--- src/design/core_mode_pkg.sv ---
// Package with field positions, reset values and timing counts.
package core_mode_pkg;
	// ------------------------------------------------------------
	// Operating mode control fields
	// ------------------------------------------------------------
	localparam int OMC_CDP_LO = 8;
	localparam int OMC_MS = 7;
	localparam int OMC_SD = 6;
	localparam int OMC_EBD = 4;
	localparam logic [23:0] OMC_WR_MASK = 24'h0003DF;
	localparam logic [1:0] CDP_RESET = 2'h3;
	localparam logic [1:0] CDP_DYNAMIC = 2'h0;
	localparam logic [1:0] CDP_DMA_HIGH = 2'h1;
	localparam logic [1:0] CDP_EQUAL = 2'h2;
	localparam logic [1:0] CDP_CORE_HIGH = 2'h3;
	// ------------------------------------------------------------
	// Status word fields
	// ------------------------------------------------------------
	localparam int PSW_CP_LO = 22;
	localparam int PSW_RM = 21;
	localparam int PSW_SM = 20;
	localparam int PSW_CE = 19;
	localparam int PSW_SA = 17;
	localparam int PSW_FV = 16;
	localparam int PSW_LF = 15;
	localparam int PSW_DM = 14;
	localparam int PSW_S = 7;
	localparam int PSW_L = 6;
	localparam logic [23:0] PSW_WR_MASK = 24'hFBEFFF;
	localparam logic [23:0] PSW_RESET = 24'hC00300;
	localparam logic [7:0] CCR_MOVE_MASK = 8'hC0;
	// ------------------------------------------------------------
	// Stop exit delays in clock cycles
	// ------------------------------------------------------------
	localparam int STOP_LONG_CYCLES = 128 * 1024;
	localparam int STOP_SHORT_CYCLES = 16;
endpackage

--- src/design/core_mode_status_registers.sv ---
// Operating mode and status register bank of the processor core.
`timescale 1ns/1ps
module core_mode_status_registers
	import core_mode_pkg::*;
#(
	parameter int STOP_LONG = STOP_LONG_CYCLES,
	parameter int STOP_SHORT = STOP_SHORT_CYCLES
) (
	input wire logic sys_clk,
	input wire logic rst,
	input wire logic [3:0] mode_select_pins,
	input wire logic omc_write,
	input wire logic [23:0] omc_wdata,
	input wire logic psw_write,
	input wire logic [23:0] psw_wdata,
	input wire logic ccr_alu_write,
	input wire logic [7:0] ccr_alu_data,
	input wire logic ccr_move_write,
	input wire logic [7:0] ccr_move_data,
	input wire logic mr_write,
	input wire logic [7:0] mr_wdata,
	input wire logic emr_event,
	input wire logic [7:0] emr_event_data,
	input wire logic forever_loop_start,
	input wire logic loop_start,
	input wire logic loop_restore,
	input wire logic [1:0] loop_restore_flags,
	input wire logic subroutine_jump,
	input wire logic stop_exit,
	input wire logic [1:0] dma_channel_priority,
	input wire logic dma_request,
	input wire logic core_request,
	output logic [23:0] operating_mode_control,
	output logic [23:0] processor_status_word,
	output logic stack_push,
	output logic [23:0] stack_push_data,
	output logic stop_wait,
	output logic external_bus_enable,
	output logic dma_grant,
	output logic core_grant,
	output logic memory_switch_mode,
	output logic rounding_mode,
	output logic saturation_mode,
	output logic cache_enable,
	output logic sixteen_bit_arith,
	output logic double_precision_mode
);
	// Refuse stop delay counts that the down counter cannot serve
	if (STOP_LONG < 1 || STOP_SHORT < 1 || STOP_SHORT > STOP_LONG) begin
		$error("stop delay counts out of range");
	end

	// ------------------------------------------------------------
	// Pin synchroniser for mode select inputs
	// ------------------------------------------------------------
	logic [3:0] pin_s1, pin_s2, pin_s3, pin_stable;
	logic [3:0] next_pin_stable;
	logic in_reset;

	// Accept a pin change once the second and third stages agree
	always_comb begin
		next_pin_stable = pin_stable;
		if (pin_s2 == pin_s3)
			next_pin_stable = pin_s3;
	end

	always_ff @(posedge sys_clk) begin
		pin_s1 <= mode_select_pins;
		pin_s2 <= pin_s1;
		pin_s3 <= pin_s2;
		pin_stable <= next_pin_stable;
		in_reset <= rst;
	end

	// ------------------------------------------------------------
	// Register bank
	// ------------------------------------------------------------
	logic [23:0] next_omc, next_psw;
	logic [7:0] condition_code_byte;

	// Writes, hardware events and the reset load of the mode select pins into the mode register
	always_comb begin
		next_omc = operating_mode_control;
		next_psw = processor_status_word;
		condition_code_byte = processor_status_word[7:0];
		if (omc_write)
			next_omc = omc_wdata & OMC_WR_MASK;
		if (in_reset)
			next_omc[3:0] = pin_stable;
		if (ccr_move_write)
			condition_code_byte = (condition_code_byte & ~CCR_MOVE_MASK) | (ccr_move_data & CCR_MOVE_MASK);
		if (ccr_alu_write)
			condition_code_byte = ccr_alu_data;
		next_psw[7:0] = condition_code_byte;
		if (mr_write)
			next_psw[15:8] = mr_wdata;
		if (emr_event)
			next_psw[23:16] = emr_event_data;
		if (loop_start)
			next_psw[PSW_LF] = 1'b1;
		if (forever_loop_start) begin
			next_psw[PSW_FV] = 1'b1;
			next_psw[PSW_LF] = 1'b1;
		end
		if (loop_restore) begin
			next_psw[PSW_FV] = loop_restore_flags[1];
			next_psw[PSW_LF] = loop_restore_flags[0];
		end
		if (psw_write)
			next_psw = psw_wdata;
		next_psw = next_psw & PSW_WR_MASK;
	end

	always_ff @(posedge sys_clk) begin
		if (rst) begin
			operating_mode_control <= {14'h0, CDP_RESET, 8'h00};
			processor_status_word <= PSW_RESET;
		end else begin
			operating_mode_control <= next_omc;
			processor_status_word <= next_psw;
		end
	end

	// ------------------------------------------------------------
	// Stack push of the status word
	// ------------------------------------------------------------
	always_ff @(posedge sys_clk) begin
		if (rst) begin
			stack_push <= 1'b0;
			stack_push_data <= 24'h000000;
		end else begin
			stack_push <= loop_start | forever_loop_start | subroutine_jump;
			stack_push_data <= processor_status_word;
		end
	end

	// ------------------------------------------------------------
	// Stop exit delay counter
	// ------------------------------------------------------------
	logic [31:0] stop_count, next_stop_count;
	logic next_stop_wait;

	// Load the delay chosen by the stop delay bit, then count down
	always_comb begin
		next_stop_count = stop_count;
		next_stop_wait = stop_wait;
		if (stop_exit) begin
			next_stop_wait = 1'b1;
			if (operating_mode_control[OMC_SD])
				next_stop_count = 32'(STOP_SHORT - 1);
			else
				next_stop_count = 32'(STOP_LONG - 1);
		end else if (stop_wait) begin
			if (stop_count == 32'h0)
				next_stop_wait = 1'b0;
			else
				next_stop_count = stop_count - 32'h1;
		end
	end

	always_ff @(posedge sys_clk) begin
		if (rst) begin
			stop_count <= 32'h0;
			stop_wait <= 1'b0;
		end else begin
			stop_count <= next_stop_count;
			stop_wait <= next_stop_wait;
		end
	end

	// ------------------------------------------------------------
	// External bus arbitration between core and DMA
	// ------------------------------------------------------------
	logic [1:0] rr_slot, next_rr_slot;
	logic next_dma_grant, next_core_grant, dma_first;
	logic [1:0] sel, cp;

	// Pick the winner from selector mode and priorities
	always_comb begin
		sel = operating_mode_control[OMC_CDP_LO +: 2];
		cp = processor_status_word[PSW_CP_LO +: 2];
		next_rr_slot = rr_slot;
		dma_first = 1'b0;
		unique case (sel)
			CDP_DYNAMIC: begin
				if (dma_channel_priority > cp)
					dma_first = 1'b1;
				else if (dma_channel_priority == cp)
					dma_first = (rr_slot == 2'h3);
			end
			CDP_DMA_HIGH: dma_first = 1'b1;
			CDP_EQUAL: dma_first = (rr_slot == 2'h3);
			CDP_CORE_HIGH: dma_first = 1'b0;
		endcase
		next_dma_grant = 1'b0;
		next_core_grant = 1'b0;
		if (!operating_mode_control[OMC_EBD]) begin
			if (dma_request && (dma_first || !core_request))
				next_dma_grant = 1'b1;
			else if (core_request)
				next_core_grant = 1'b1;
			// Round robin P, X, Y, DMA advances on each grant
			if (dma_request || core_request)
				next_rr_slot = rr_slot + 2'h1;
		end
	end

	always_ff @(posedge sys_clk) begin
		if (rst) begin
			rr_slot <= 2'h0;
			dma_grant <= 1'b0;
			core_grant <= 1'b0;
		end else begin
			rr_slot <= next_rr_slot;
			dma_grant <= next_dma_grant;
			core_grant <= next_core_grant;
		end
	end

	// ------------------------------------------------------------
	// Registered mode outputs
	// ------------------------------------------------------------
	always_ff @(posedge sys_clk) begin
		if (rst) begin
			external_bus_enable <= 1'b0;
			memory_switch_mode <= 1'b0;
			rounding_mode <= 1'b0;
			saturation_mode <= 1'b0;
			cache_enable <= 1'b0;
			sixteen_bit_arith <= 1'b0;
			double_precision_mode <= 1'b0;
		end else begin
			external_bus_enable <= !next_omc[OMC_EBD];
			memory_switch_mode <= next_omc[OMC_MS];
			rounding_mode <= next_psw[PSW_RM];
			saturation_mode <= next_psw[PSW_SM];
			cache_enable <= next_psw[PSW_CE];
			sixteen_bit_arith <= next_psw[PSW_SA];
			double_precision_mode <= next_psw[PSW_DM];
		end
	end
endmodule

--- config.mk ---
export PLATFORM = sky130hd
export DESIGN_NAME = core_mode_status_registers
export DESIGN_NICKNAME = d
export VERILOG_FILES = /design/src/design/core_mode_pkg.sv /design/src/design/core_mode_status_registers.sv
export SDC_FILE = /design/constraint.sdc
export NUM_CORES = 1
export LEC_CHECK = 0
export BUFFER_PORTS_ARGS = -buffer_cell sky130_fd_sc_hd__buf_4
export CAP_MARGIN = 20
export CELL_PAD_IN_SITES_DETAIL_PLACEMENT = 1
export CELL_PAD_IN_SITES_GLOBAL_PLACEMENT = 1
export CORE_MARGIN = 4
export CORE_UTILIZATION = 35
export CTS_CLUSTER_DIAMETER = 50
export CTS_CLUSTER_SIZE = 25
export DETAILED_ROUTE_END_ITERATION = 7
export GPL_TIMING_DRIVEN = 0
export PLACE_DENSITY = 0.8
export REMOVE_ABC_BUFFERS = 1
export SETUP_SLACK_MARGIN = 0.15
export SYNTH_ARGS = -nofsm -noshare
export SYNTH_HDL_FRONTEND = slang
export SYNTH_SLANG_ARGS = --single-unit
--- constraint.sdc ---
create_clock -name sys_clk -period 2.8 [get_ports sys_clk]
set_input_delay 0.28 -clock sys_clk [delete_from_list [all_inputs] [get_ports sys_clk]]
set_output_delay 0.28 -clock sys_clk [all_outputs]
set_load 0.005 [all_outputs]
**Word level (Yosys, flattened, before mapping)**

Index checks and enable logic that the tools add are counted.

- Flip-flop bits (word level): 119
- Output and inout bits: 83
- Word-level logic and storage cells: 83

- $add $sub $neg: 2
- Order comparisons: 1
- Equality and inequality tests: 7
- Multiplexer cells: 22
- Bitwise operators: 4
- Reduce and logical (&&, ||, !) cells: 18

Operators by type and width:

| kind | count |
|---|---|
| 32-bit 2-to-1 mux | 3 |
| 8-bit 2-to-1 mux | 5 |
| 32-bit logical NOT | 1 |
| 32-bit by 1-bit subtractor with 32-bit output, second input constant | 1 |
| 24-bit 2-to-1 mux | 1 |
| 17-bit 2-to-1 mux | 1 |
| 1-bit 2-to-1 mux | 8 |
| 6-bit by 8-bit bitwise OR with 8-bit output | 1 |
| 2-bit nonzero test | 4 |
| 2-bit equality test, second input constant | 3 |
| 5-bit nonzero test | 1 |
| 4-bit equality test | 1 |
| 2-bit 2-to-1 mux | 2 |
| 4-bit 2-to-1 mux | 1 |
| 1-bit case mux with 4 select lines | 1 |
| 2-bit AND reduction | 2 |
| 4-bit nonzero test | 1 |
| 3-bit nonzero test | 1 |
| 3-bit OR reduction | 1 |
| 2-bit by 1-bit adder with 2-bit output, second input constant | 1 |
| 2-bit by 1-bit equality test with 1-bit output, second input constant | 1 |
| 2-bit equality test | 1 |
| 2-bit > comparator | 1 |
| 1-bit logical NOT | 2 |
| 7 further kinds | 9 |

**Depth between registers and ports, before layout**

Gate-level depths: netlist of the first run.

- Depth in word-level cells: 7
- Depth in mapped cells: 10
- Gate-level depth less buffers: 7

**Least setup slack after synthesis of the first run**

OpenSTA, ideal clock, no wires.

- Kind: register -> register
- From: register stop_count[2]
- To: register stop_count[23]
- Setup time: 0.070 ns
- Data arrival time: 2.400 ns
- Path slack: 0.329 ns
- Cell stages (with the launch flop): 8
- Path buffers: 2
- Clock period less this slack: 2.471 ns
- Cell sequence: dfxtp_1 -> or4_1 -> buf_2 -> or4b_4 -> or2_0 -> clkbuf_2 -> or4_1 -> a21oi_1

- Cells in the longest elaborated chain, start to end: 4

RTL lines:

| what | line | RTL |
|---|---|---|
| from (decl) | core_mode_status_registers.sv:140 | `logic [31:0] stop_count, next_stop_count;` |
| from (signal assigned) | core_mode_status_registers.sv:166 | `stop_count <= next_stop_count;` |
| 32-bit by 1-bit subtractor with 32-bit output | core_mode_status_registers.sv:157 | `next_stop_count = stop_count - 32'h1;` |
| 32-bit 2-to-1 mux | core_mode_status_registers.sv:154 | `if (stop_count == 32'h0)` |
| 32-bit 2-to-1 mux | core_mode_status_registers.sv:153 | `end else if (stop_wait) begin` |
| 32-bit 2-to-1 mux | core_mode_status_registers.sv:147 | `if (stop_exit) begin` |

Parallel ways exist; a longest one is shown, timed or not. The select of a mux whose other input is x is not followed.
A chain may end at the register's enable or synchronous reset.

**Final worst setup path of the first run**

- From: register stop_count[2]
- To: register stop_count[31]

The elaborated chain is that of the path after synthesis.

==> results of run 1 <==
==> synthesized netlist by cell type, drive strengths merged, types with 2 or more instances <==
master	number	area [sq um]
clkbuf	22	83.8
o21ai	15	75.1
inv	12	45.0
edfxtp	4	120
nand2	5	18.8
or4	20	150
o31ai	19	156
o31a	2	17.5
mux2i	32	320
a211o	2	17.5
or3	13	81.3
ha	4	50.1
o41a	2	22.5
o211ai	2	15.0
nor3	12	60.1
xnor2	2	17.5
nor2b	24	150
buf	35	241
nand3	2	10.0
nand2b	8	50.1
dfxtp	105	2100
nor2	53	199
a21o	3	22.5
o311ai	5	43.8
a221oi	2	17.5
a31oi	9	56.3
or2	7	43.8
xor2	6	52.6
or4b	2	23.8
a21oi	37	185
nor4	5	31.3
mux2	3	33.8
==> flip-flops by register name, indices dropped and copies added, names as in the netlist, 2 cells and up <==
register	flops
operating_mode_control	9
pin_s1	4
pin_s2	4
pin_s3	4
pin_stable	4
processor_status_word	22
rr_slot	2
stack_push_data	22
stop_count	32
==> layout make-up <==
class                           instances  share of cell area (%)
Clock buffer                            9                    3.70
Multi-Input combinational cell        326                    35.2
Sequential cell                       109                    36.5
Clock inverter                          7                   0.802
Timing Repair Buffer                  155                    19.5
Tap cell                              172                    3.54
Inverter                               12                   0.740
==> power by group <==
part	switching (mW)	leakage, nW	internal [mW]
clock network	0.607	0.133	0.610
registers	0.0748	0.906	1.65
logic	0.257	1.58	0.268
total	0.939	2.62	2.52
==> layer usage <==
metal | global-route usage (%) | vias to the layer above | share of wire, %
met1 | 20.5 | 1983 | 38
met2 | 32.2 | 143 | 52
met4 | 6.86 | 0 | 1.8
li1 | - | 1942 | -
met5 | 0 | - | 0
met3 | 6.64 | 21 | 8.4
==> stage by stage <==
stage	power [mW]	util [%]	std cells	hold slack [ns]	TNS, ns
4_1_cts	3.48	47.5	787	0.0162	0
2_1_floorplan	1.96	-	446	0.308	0
6_report	3.46	47.8	790	0.0306	0
5_1_grt	3.61	47.8	790	0.0151	0
3_5_place_dp	2.24	44.2	759	0.313	-8.16
3_3_place_gp	2.21	44.2	759	0.314	-3.86
==> worst paths after layout <==
kind / start / to / slack (ns) / cells after the start
setup reg to reg: stop_count[2] / stop_count[31] / 0.21 / 5
setup / recovery: stop_count[2] / stop_count[31] / 0.21 / 5
hold reg to reg: pin_s1[0] / pin_s2[0] / 0.33 / 0
hold / removal: mode_select_pins[3] / pin_s1[3] / 0.03 / 1
==> worst max-delay path: cells and delay by family, from the launching register on <==
kind	cells	cell delay, ns
compound gates	1	0.17
flops	1	0.37
simple gates	4	1.98
==> cell families after synthesis <==
family / share of synthesized area, %
XOR/XNOR: 1.52
AND/OR/NAND/NOR: 17.9
flip-flops: 48.3
multiplexers: 7.69
other: 0.0815
buffers and inverters: 8.05
AO/OA/AOI/OAI: 15.4
adder cells (fa/ha/maj): 1.09
==> timing repair <==
item	in CTS	in global routing
buffers inserted	11	3
gates resized for setup	8	4
cloned	1	0
pin swaps	4	0
setup endpoints to repair	30	21
==> run_results.csv, run 1 <==
group,metric,value,unit
sta,rsz0062_at_grt,"true",
placed_design,io_buffers,141,
power_and_ir_drop,p_leak,2.62,nW
critical_path,worstPathMaxFanout,17,
layout,post-route-cell-area,6080,sq um
sta,setup_viol,0,
route,drtPass1Iterations,4,
critical_path,cpPeakStageDelay,0.61,ns
layout,final_common_cell,"buf_4",
clock_network,root_buffer,"clkbuf_16",
critical_path,cp.arrival,2.87,ns
yosys,syn-cell-area,4600,sq um
critical_path,endpoint_kind,"flip-flop",
floorplanning,io_pins,186,
route,vias,4089,
yosys,yosysSeqAreaShare,48.3,%
run,max_cap_viol_count,0,
sta,worstMarginPinSlew,0.913,ns
route,viasPerCell,5.18,
grt,grt_max_degree,69,
yosys,synth_cells,485,
layout,seqCellArea,2220,sq um
sta,max_freq,0.386,GHz
sta,skew,0.00765,ns
layout,drive_above_1_share,30.7,%
route,drcViolationCount,0,
sta,final_max_slew_viol_count,0,
clock_network,h-tree-depth,3,
layout,layout_common_cells,"buf_4, dfxtp_1, nor2_1",
floorplanning,start_util,36.2,%
sta,period_share,92.6,%
layout,area_growth,32.2,%
sta,fin_ws,0.208,ns
critical_path,critPathSlowestCell,"or4_4",
sta,slew_headroom,38.6,%
clock_network,hold_buffers,0,
yosys,synth_edf_count,4,
route,drt_iter0_drc,165,
route,ant_nets,0,
floorplanning,die_y,123,um
clock_network,clkTransAtPathRegs,0.08,ns
clock_network,cts_made_buffers,9,
yosys,ys_ff_latch,109,
hold_path,hold_class,"in -> reg",
grt,overflow,0,
route,wl,13800,um
grt,track_usage,18.4,%
clock_network,clock-sinks,109,
clock_network,clk_latency,0.35,ns
clock_network,cts_max_path_buffers,2,
sta,hold_viol,0,
grt,grt_pass1_vias,4418,
floorplanning,fp-row-count,41,
placed_design,dp_hpwl,9800,um
clock_network,cts_tree,"yes",
layout,n_antenna_cell,0,
layout,fillers,1512,
placed_design,dpl_worst_slack,-0.526,ns
grt,grt_antenna_before_repair,0,
placed_design,place_area,5620,sq um
floorplanning,coreArea,12700,sq um
critical_path,critPathLaunchType,"flip-flop",
critical_path,path_class,"reg -> reg",
placed_design,finalWeightedCongestion,0.786,
status,outcome,"completed",
yosys,synthDistinctLibCells,51,
power_and_ir_drop,irDropWorstVdd,0.261,mV
floorplanning,dieArea,15000,sq um
critical_path,cp_cell_sequence,"or4_4 -> or4b_4 -> or2_4 -> or4_1 -> a21oi_1",
yosys,syn_area_per_cell,9.49,sq um
layout,multiInputGateArea,2140,sq um
critical_path,crit_required,3.08,ns
yosys,synth_flop_cell,"dfxtp_1",
yosys,yosys_warnings,0,
yosys,async_flop_share,0,%
route,wl_per_cell,17.4,um
layout,layout.nets,720,
power_and_ir_drop,p_per_area,569,nW/um^2
grt,grt_pass1_wl,22000,um
floorplanning,die_w,123,um
sta,min_period,2.59,ns
Power figures use the tool's default switching activity.
==> run 2: changes to the inputs <==
--- a/config.mk
+++ b/config.mk
@@ -11,6 +11,7 @@
 export CELL_PAD_IN_SITES_GLOBAL_PLACEMENT = 1
 export CORE_MARGIN = 4
 export CORE_UTILIZATION = 35
+export CTS_BUF_LIST = sky130_fd_sc_hd__clkbuf_16
 export CTS_CLUSTER_DIAMETER = 50
 export CTS_CLUSTER_SIZE = 25
 export DETAILED_ROUTE_END_ITERATION = 7
==> constraint.sdc (replaced) <==
create_clock -name sys_clk -period 2.8 [get_ports sys_clk]
set_input_delay 0.14 -clock sys_clk [delete_from_list [all_inputs] [get_ports sys_clk]]
set_output_delay 0.14 -clock sys_clk [all_outputs]
set_load 0.005 [all_outputs]
==> run_results.csv, run 2 (same netlist as run 1, synthesis figures left out) <==
group,metric,value,unit
power_and_ir_drop,p_comb_share,15.4,%
critical_path,reg2reg_slack,0.21,ns
layout,layout.nets,727,
grt,grt_antenna_before_repair,0,
sta,period_share,92.5,%
clock_network,clock-sinks,109,
layout,reg_top3,"stop_count (32), processor_status_word (22), stack_push_data (22)",
critical_path,endpoint_kind,"flip-flop",
layout,fillers,1511,
critical_path,cp.arrival,2.87,ns
sta,min_period,2.59,ns
power_and_ir_drop,p_per_area,565,nW/um^2
critical_path,critPathTopFamily,"simple AND/OR/NAND/NOR gates",
route,drt_iter0_drc,176,
grt,grt_pass1_wl,22200,um
route,vias,4128,
power_and_ir_drop,irDropWorstVdd,0.265,mV
placed_design,finalWeightedCongestion,0.786,
floorplanning,io_pins,186,
critical_path,crit_required,3.08,ns
layout,drive_above_1_share,30.4,%
critical_path,critPathSlowestCell,"or4_4",
sta,skew,0.00827,ns
grt,overflow,0,
power_and_ir_drop,clkPwrFrac,35.1,%
sta,rsz0062_at_grt,"true",
clock_network,cts_made_buffers,9,
critical_path,r2r-start,"stop_count[2]",
clock_network,root_buffer,"clkbuf_16",
grt,grt_max_degree,69,
power_and_ir_drop,p_sw_share,27.2,%
sta,worstMarginPinSlew,0.913,ns
floorplanning,start_util,36.2,%
layout,n_antenna_cell,0,
critical_path,cpPeakStageDelay,0.61,ns
floorplanning,die_w,123,um
hold_path,hold_class,"in -> reg",
critical_path,ff2ff_path_depth,5,
sta,max_freq,0.386,GHz
power_and_ir_drop,sequentialPowerShare,49.6,%
clock_network,clk_latency,0.35,ns
layout,multiInputGateArea,2140,sq um
critical_path,path_class,"reg -> reg",
route,drtPass1Iterations,4,
layout,seqCellArea,2220,sq um
layout,layout_common_cells,"buf_4, dfxtp_1, nor2_1",
clock_network,cts_tree,"yes",
route,ant_nets,0,
critical_path,reg2reg_to,"stop_count[31]",
critical_path,crit_buf_inv,0,
sta,setup_viol,0,
floorplanning,fp-row-count,41,
sta,hold_ws,0.00931,ns
floorplanning,dieArea,15000,sq um
layout,final_common_cell,"buf_4",
critical_path,critPathLaunchType,"flip-flop",
power_and_ir_drop,intPower,2.53,mW
layout,largest_reg_flops,32,
placed_design,io_buffers,141,
grt,grt_pass1_vias,4456,
route,viasPerCell,5.18,
placed_design,dp_hpwl,9800,um
clock_network,cts_max_path_buffers,2,
clock_network,clkTransAtPathRegs,0.08,ns
sta,final_max_slew_viol_count,0,
route,wl_per_cell,17.6,um
sta,hold_viol,0,
clock_network,h-tree-depth,3,
critical_path,worstPathMaxFanout,17,
status,outcome,"completed",
placed_design,placed_cells,759,
hold_path,whs_path_depth,3,
layout,layoutNonFillerInstCount,797,
route,wl,14000,um
critical_path,cp_cell_sequence,"or4_4 -> or4b_4 -> or2_4 -> or4_1 -> a21oi_1",
sta,slew_headroom,38.6,%
grt,track_usage,18.7,%
layout,top_register,"stop_count",
hold_path,hold_end,"processor_status_word[23]",
route,drcViolationCount,0,
floorplanning,die_y,123,um
power_and_ir_drop,p_switching,0.944,mW
power_and_ir_drop,total_power,3.48,mW
run,max_cap_viol_count,0,
floorplanning,coreArea,12700,sq um
power_and_ir_drop,p_leak,2.65,nW
placed_design,dpl_worst_slack,-0.526,ns
sta,fin_ws,0.210,ns
hold_path,hp-start,"psw_wdata[23]",
layout,area_growth,33.7,%
==> run 2: final cells by class <==
type	count	area share, %
Sequential cell	109	36.1
Multi-Input combinational cell	326	34.7
Timing Repair Buffer	162	20.5
Clock buffer	9	3.66
Tap cell	172	3.50
Clock inverter	7	0.793
Inverter	12	0.732
==> run 2: tightest hold or removal path, stage by stage <==
cell and delay (ns):
buf_4 0.08, mux2i_1 0.06, nand2b_1 0.06
==> run 2: stage by stage <==
step	util [%]	area, sq um	TNS (ns)
final	48.4	6150	0
after global routing	48.4	6150	0
after CTS	48.0	6110	0
after detailed placement	44.2	5620	-8.16
after global placement	44.2	5620	-3.86
after floorplan	-	4340	0
==> run 2: how the worst max path moves through the flow <==
stage	startpoint	end	slack (ns)	cells past startpoint
2_1_floorplan	stop_count[2]	stop_count[16]	0.13	5
3_3_place_gp	stop_count[2]	stop_count[16]	-0.26	5
3_5_place_dp	stop_count[2]	stop_count[5]	-0.53	5
4_1_cts	stop_count[2]	stop_count[8]	0.17	4
5_1_grt	stop_count[2]	stop_count[29]	0.13	5
6_report	stop_count[2]	stop_count[31]	0.21	5
==> run 2: metal layers <==
| metal | up-vias | GRT usage (%) | share of wire, % |
|---|---|---|---|
| li1 | 1957 | - | - |
| met1 | 2011 | 20.7 | 38 |
| met2 | 140 | 33.0 | 52 |
| met3 | 20 | 6.45 | 7.8 |
| met4 | 0 | 6.86 | 1.7 |
| met5 | - | 0 | 0 |
==> run 2: timing repair <==
action	4_1_cts	5_1_grt
setup endpoints to repair	30	21
setup buffers	11	3
hold buffers	7	0
gates resized for setup	8	4
gates cloned	1	0
endpoints found under the hold margin	7	0
pin swaps	4	0
==> run 2: power by group through the flow <==
stage	sequential [mW]	clock [mW]	combinational (mW)
after floorplan	1.74	0	0.217
after global placement	1.75	0	0.461
after detailed placement	1.75	0	0.490
after CTS	1.72	1.24	0.530
after global routing	1.74	1.29	0.592
final	1.72	1.22	0.535
